## config.mk

```make
export PLATFORM = sky130hd
export DESIGN_NAME = isl_sleep_target
export DESIGN_NICKNAME = d
export VERILOG_FILES = /design/src/isl_sleep_target.v /design/src/isl_sync.v
export VERILOG_INCLUDE_DIRS = /design/src /design/src/src
export SDC_FILE = /design/constraint.sdc
export NUM_CORES = 1
export LEC_CHECK = 0
export ABC_AREA = 1
export BUFFER_PORTS_ARGS = -buffer_cell sky130_fd_sc_hd__buf_2
export CELL_PAD_IN_SITES_DETAIL_PLACEMENT = 0
export CELL_PAD_IN_SITES_GLOBAL_PLACEMENT = 2
export CORE_ASPECT_RATIO = 0.6
export CORE_UTILIZATION = 25
export DETAILED_ROUTE_END_ITERATION = 8
export PLACE_DENSITY_LB_ADDON = 0.1
export SYNTH_ARGS = -nofsm -noshare
export SYNTH_HDL_FRONTEND = slang
export SYNTH_HIERARCHICAL = 1
export SYNTH_SLANG_ARGS = --single-unit
```

## constraint.sdc

```tcl
create_clock -name i_clk_sys -period 2.1 [get_ports i_clk_sys]
set_clock_uncertainty 0.1 [all_clocks]
set_input_delay 0.21 -clock i_clk_sys [delete_from_list [all_inputs] [get_ports i_clk_sys]]
set_output_delay 0.21 -clock i_clk_sys [all_outputs]
set_load 0.03 [all_outputs]
```

## src/isl_map.vh

```
// Constants for the sleep-entry target block
`ifndef ISL_MAP_VH
`define ISL_MAP_VH
// ==========================================================
// Bus byte and bit counts
`define ISL_RSV_TARGET_ID 8'h86
`define ISL_BYTE_BITS 4'h8
`define ISL_ACK_BIT 4'h9
// ==========================================================
// Sleep recovery time, microseconds and clock rate
`define ISL_TREC_US 400
`define ISL_CLK_MHZ 200
// ==========================================================
// Controller states
`define ISL_ST_IDLE 2'h0
`define ISL_ST_ADDR 2'h1
`define ISL_ST_ACK 2'h2
`define ISL_ST_SKIP 2'h3
`endif

```

## src/isl_sleep_target.v

```verilog
// Target-side sleep entry with acknowledge release on the ninth clock
// How it works
// The target acknowledges the last reserved target identifier byte of the sleep sequence.
// After that acknowledge the target lets go of the data line after the ninth rising clock.
// Sleep entry begins at that ninth rising edge without waiting for a STOP.
// A release while the clock is high makes a spurious STOP, and this is kept as is.
// The master may ignore the spurious STOP that follows the final acknowledge.
// Or the master samples the acknowledge and drives the data line low itself.
// The spurious STOP behaviour belongs to revision A silicon and is not corrected.
// After wake-up the target is ready again within the sleep recovery time.
// While asleep the target ignores traffic other than its wake-up access and never drives data.
`timescale 1ns/100ps
`include "isl_map.vh"
module isl_sleep_target
#(
  // Cycles of recovery after wake-up, shortened in simulation
  parameter REC_CYCLES = `ISL_TREC_US * `ISL_CLK_MHZ,
  // Seven-bit address answered as wake-up while asleep
  parameter [6:0] WAKE_ADDR = 7'h50
)
(
  // Clock and reset
  input wire i_clk_sys,
  input wire i_rst_n,
  // Bus pins
  input wire i_scl,
  input wire i_sda,
  output wire o_sda,
  output wire o_sda_oe,
  // Sleep control and status
  input wire i_sleep_armed,
  output reg o_asleep,
  output reg o_ready,
  output reg o_stop_seen
);
  reg rst_m_r;
  reg rst_r;
  wire [1:0] pins_s;
  reg scl_d_r;
  reg sda_d_r;
  reg [1:0] state_r;
  reg [3:0] bit_cnt_r;
  reg [7:0] shift_r;
  reg drive_r;
  reg sleep_byte_r;
  reg waking_r;
  reg [31:0] rec_cnt_r;
  wire scl;
  wire sda;
  wire scl_rise;
  wire scl_fall;
  wire start_c;
  wire stop_c;
  wire [7:0] byte_nxt;
  wire sleep_go_c;

  // ==========================================================
  // Reset release through two flops
  always @(posedge i_clk_sys or negedge i_rst_n)
  begin
    if (!i_rst_n)
    begin
      rst_m_r <= 1'b0;
      rst_r <= 1'b0;
    end
    else
    begin
      rst_m_r <= 1'b1;
      rst_r <= rst_m_r;
    end
  end

  // Pin synchroniser, bus clock is sampled like any other pin
  isl_sync #(.WIDTH(2)) u_sync
  (
    .i_clk_sys(i_clk_sys),
    .i_rst_n(rst_r),
    .i_async({i_scl, i_sda}),
    .o_sync(pins_s)
  );
  assign scl = pins_s[1];
  assign sda = pins_s[0];

  // ==========================================================
  // Edge and condition detection on synchronised copies
  always @(posedge i_clk_sys or negedge rst_r)
  begin
    if (!rst_r)
    begin
      scl_d_r <= 1'b1;
      sda_d_r <= 1'b1;
    end
    else
    begin
      scl_d_r <= scl;
      sda_d_r <= sda;
    end
  end
  assign scl_rise = scl & ~scl_d_r;
  assign scl_fall = ~scl & scl_d_r;
  assign start_c = scl & scl_d_r & sda_d_r & ~sda;
  // A rising data line with clock high; our own release can cause it
  assign stop_c = scl & scl_d_r & ~sda_d_r & sda;
  assign byte_nxt = {shift_r[6:0], sda};
  // Sleep entry strobe, so ready drops in the same cycle as asleep rises
  assign sleep_go_c = (state_r == `ISL_ST_ACK) & scl_rise & sleep_byte_r & ~start_c & ~stop_c;

  // Open drain: only ever pull low
  assign o_sda = 1'b0;
  assign o_sda_oe = drive_r;

  // ==========================================================
  // Byte receiver, acknowledge and sleep entry
  always @(posedge i_clk_sys or negedge rst_r)
  begin
    if (!rst_r)
    begin
      state_r <= `ISL_ST_IDLE;
      bit_cnt_r <= 4'h0;
      shift_r <= 8'h00;
      drive_r <= 1'b0;
      sleep_byte_r <= 1'b0;
      o_asleep <= 1'b0;
      o_stop_seen <= 1'b0;
    end
    else
    begin
      o_stop_seen <= stop_c;
      if (start_c)
      begin
        // Any START resynchronises the byte counter
        state_r <= `ISL_ST_ADDR;
        bit_cnt_r <= 4'h0;
        drive_r <= 1'b0;
      end
      else if (stop_c)
      begin
        state_r <= `ISL_ST_IDLE;
        drive_r <= 1'b0;
      end
      else
      begin
        case (state_r)
          `ISL_ST_IDLE:
          begin
            drive_r <= 1'b0;
          end
          `ISL_ST_ADDR:
          begin
            if (scl_rise)
            begin
              shift_r <= byte_nxt;
              bit_cnt_r <= bit_cnt_r + 4'h1;
            end
            if (scl_fall && bit_cnt_r == `ISL_BYTE_BITS)
            begin
              if (!o_asleep && i_sleep_armed && shift_r == `ISL_RSV_TARGET_ID)
              begin
                drive_r <= 1'b1;
                sleep_byte_r <= 1'b1;
                state_r <= `ISL_ST_ACK;
              end
              else if (o_asleep && shift_r[7:1] == WAKE_ADDR)
              begin
                // Wake access is not acknowledged; it only starts recovery
                o_asleep <= 1'b0;
                state_r <= `ISL_ST_SKIP;
              end
              else
              begin
                state_r <= `ISL_ST_SKIP;
              end
            end
          end
          `ISL_ST_ACK:
          begin
            // Release right after ninth rise, clock still high
            if (scl_rise)
            begin
              drive_r <= 1'b0;
              if (sleep_byte_r)
              begin
                o_asleep <= 1'b1;
              end
              sleep_byte_r <= 1'b0;
              state_r <= `ISL_ST_IDLE;
            end
          end
          `ISL_ST_SKIP:
          begin
            drive_r <= 1'b0;
          end
          default:
          begin
            state_r <= `ISL_ST_IDLE;
          end
        endcase
      end
    end
  end

  // ==========================================================
  // Recovery timer after wake-up
  always @(posedge i_clk_sys or negedge rst_r)
  begin
    if (!rst_r)
    begin
      waking_r <= 1'b0;
      rec_cnt_r <= 32'h0000_0000;
      o_ready <= 1'b1;
    end
    else if (o_asleep || sleep_go_c)
    begin
      o_ready <= 1'b0;
      waking_r <= 1'b1;
      rec_cnt_r <= 32'h0000_0000;
    end
    else if (waking_r)
    begin
      // Ready within the recovery bound
      if (rec_cnt_r >= REC_CYCLES - 1)
      begin
        waking_r <= 1'b0;
        o_ready <= 1'b1;
      end
      else
      begin
        rec_cnt_r <= rec_cnt_r + 32'h0000_0001;
      end
    end
  end
endmodule // isl_sleep_target

```

## src/isl_sync.v

```verilog
// Two-flop synchroniser for pins from outside the clock domain
`timescale 1ns/100ps
module isl_sync
#(
  parameter WIDTH = 2
)
(
  // Clock and reset
  input wire i_clk_sys,
  input wire i_rst_n,
  // Asynchronous in, synchronous out
  input wire [WIDTH-1:0] i_async,
  output reg [WIDTH-1:0] o_sync
);
  reg [WIDTH-1:0] meta_r;
  // ==========================================================
  // First stage feeds only the second
  always @(posedge i_clk_sys or negedge i_rst_n)
  begin
    if (!i_rst_n)
    begin
      meta_r <= {WIDTH{1'b1}};
      o_sync <= {WIDTH{1'b1}};
    end
    else
    begin
      meta_r <= i_async;
      o_sync <= meta_r;
    end
  end
endmodule // isl_sync

```

==> results.sh <==
export IMPL_status="finished clean"
export IMPL_routedWlPerCell_um=12.9
export IMPL_die_area_um2=12400
export IMPL_viasPerCell=4.15
export IMPL_row_count=30
export IMPL_slew_viol_final=0
export IMPL_p_total_uw=3990
export IMPL_synthCells=387
export IMPL_drive_above_1_share=0.124
export IMPL_rsz0062_at_grt="no"
export IMPL_yosys_area_top_type_share=0.445
export IMPL_rr_worst_depth=7
export IMPL_final_cell_mix="nand2_1 (107), nor2_1 (67), inv_1 (52), dfrtp_1 (52), nand3_1 (32)"
export IMPL_power_density_nw_per_um2=1110
export IMPL_drc=0
export IMPL_synth_cell_types=29
export IMPL_p_clk_frac=0.377
export IMPL_p_int_uw=2610
export IMPL_final_cells=578
export IMPL_core_area_um2=11400
export IMPL_grt_max_degree=37
export IMPL_hold_class="input port to async pin"
export IMPL_ant_nets=0
export IMPL_period_minus_slack_ns=1.87
export IMPL_path_max_fanout=25
export IMPL_tns_ns=0
export IMPL_worstPathArrival_ns=1.99
export IMPL_track_usage=0.139
export IMPL_p_sw_uw=1380
export IMPL_syn_to_final_growth_pct=20.6
export IMPL_comb_power_share=0.248
export IMPL_die_y_um=86.6
export IMPL_drv_cap=0
export IMPL_fin_util=0.314
export IMPL_cts_resized=0
export IMPL_antenna_found_initial=0
export IMPL_port_buffers=8
export IMPL_htreeDepth=3
export IMPL_max_freq_mhz=535
export IMPL_synth_area_leaders="dfrtp_1 (44%), nand2_1 (13%), nor2_1 (8.4%), inv_1 (6.5%), dfstp_2 (6.2%)"
export IMPL_grt_pass1_wl_um=12700
export IMPL_leakage_uw=0.00178
export IMPL_placedCellCount=559
export IMPL_fin_nets=423
export IMPL_tightest_slew_ns=0.514
export IMPL_slew_headroom=0.658
export IMPL_p_seq_frac=0.375
export IMPL_syn_area_um2=2980
export IMPL_final_common_cell="nand2_1"
export IMPL_cts_sinks=60
export IMPL_cp_required_ns=2.22
export IMPL_hold_viol=0
export IMPL_ir_drop_uv=392
export IMPL_cts_root_buffer="clkbuf_16"
export IMPL_die_x_um=143
export IMPL_cts_buffers=9
export IMPL_start_kind="register"
export IMPL_avgSynthCellArea_um2=7.70
export IMPL_dp_hpwl_um=5350
export IMPL_io_pins=10
export IMPL_place_gp_congestion=0.737
export IMPL_crit_path_end_kind="register"
export IMPL_wl_um=7480
export IMPL_yosysSeqAreaShare=0.507
export IMPL_path_class="register to register"
export IMPL_vias=2401
export IMPL_cts_tree="yes"
export IMPL_p_sw_frac=0.345
export IMPL_ys_warn_count=6
export IMPL_clk_latency_ns=0.33
export IMPL_grt_ovfl_total=0
export IMPL_finalCritPeriodShare=0.891
export IMPL_n_antenna_cell=0
export IMPL_synth_net_count=397
export IMPL_synth_seq_cells=60
export IMPL_hold_worst_slack_ns=0.0827
export IMPL_start_util=0.260
export IMPL_clkSlewWorstSetupHoldPaths_ns=0.06
export IMPL_drt_pass1_iter_count=5
export IMPL_initialDrtViolationCount=182
export IMPL_cts_max_path_buffers=2
export IMPL_yosysTopAreaCell="dfrtp_1"
export IMPL_setup_viol=0
export IMPL_grt_pass1_vias=2296
-- through the flow --
| stage | cell area, um^2 | setup slack (ns) |
|---|---|---|
| 2_1_floorplan | 2980 | 0.218 |
| 5_1_grt | 3590 | 0.0922 |
| 4_1_cts | 3590 | 0.239 |
| 3_3_place_gp | 3260 | 0.217 |
| 3_5_place_dp | 3260 | 0.262 |
| 6_report | 3590 | 0.230 |
-- cell usage after synthesis (all sizes together) --
cell type    n
a21oi        8
buf          6
clkbuf       2
conb         2
dfrtp       53
dfstp        7
ha           5
inv         53
nand2      110
nand3       33
nand3b       1
nand4        8
nor2        69
nor3         3
nor3b        2
nor4         1
o21ai       18
o21bai       1
xnor2        2
xor2         3
-- worst max-delay path, stage by stage, from the launching register on --
cell	delay (ns)
dfrtp_1	0.39
inv_1	0.06
ha_1	0.23
inv_1	0.16
o21ai_4	0.19
buf_4	0.34
buf_4	0.23
nor2_1	0.05
-- worst paths after layout --
check | start | to | slack (ns)
min | i_rst_n | rst_m_r | 0.08
min reg2reg | rst_r | rec_cnt_r[21] | 0.15
max in group asynchronous | rst_r | scl_d_r | 1.29
max reg2reg | state_r[0] | rec_cnt_r[31] | 0.23
max | state_r[0] | rec_cnt_r[31] | 0.23
min in group i_clk_sys | rst_m_r | rst_r | 0.25
-- sequential cells by signal, summed over array words and instances (netlist names), 2 cells and up --
register and cells:
u_sync/o_sync 2, bit_cnt_r 4, shift_r 8, rec_cnt_r 32, state_r 2, u_sync/meta_r 2
-- routing by layer --
metal	share of wire	wire length (um)	global-route usage
met3	0.045	333	0.0464
met4	0.012	88	0.0450
met2	0.35	2590	0.173
met1	0.60	4470	0.216
met5	0	0	0
-- timing repair --
| item | CTS | global route |
|---|---|---|
| buffers inserted | 0 | 0 |
| hold endpoints to repair | 4 | 0 |
| hold buffers | 3 | 0 |
-- cells by family after synthesis --
kind of cell             Yosys count  share of synthesized area
other                              2                    0.00252
AO/OA/AOI/OAI                     27                     0.0499
XOR/XNOR                           5                     0.0147
buffers and inverters             61                     0.0831
flip-flops                        60                      0.507
AND/OR/NAND/NOR                  227                      0.322
adder cells (fa/ha/maj)            5                     0.0210
-- power groups by stage --
stage	combinational, uW	clock, uW	sequential (uW)
6_report	988	1510	1500
3_5_place_dp	982	0	1520
5_1_grt	1140	1610	1530
4_1_cts	995	1550	1500
2_1_floorplan	687	0	1520
3_3_place_gp	1010	0	1520
-- cell type report --
cell class / instances / area, um^2
clock inverter: 7 / 75.1
inverter: 53 / 199
clock buffer: 9 / 225
fill: 1239 / 7850
timing repair buffer: 23 / 160
tap: 160 / 200
sequential: 60 / 1510
multi-input combinational: 266 / 1220
Power figures use the tool's default switching activity.
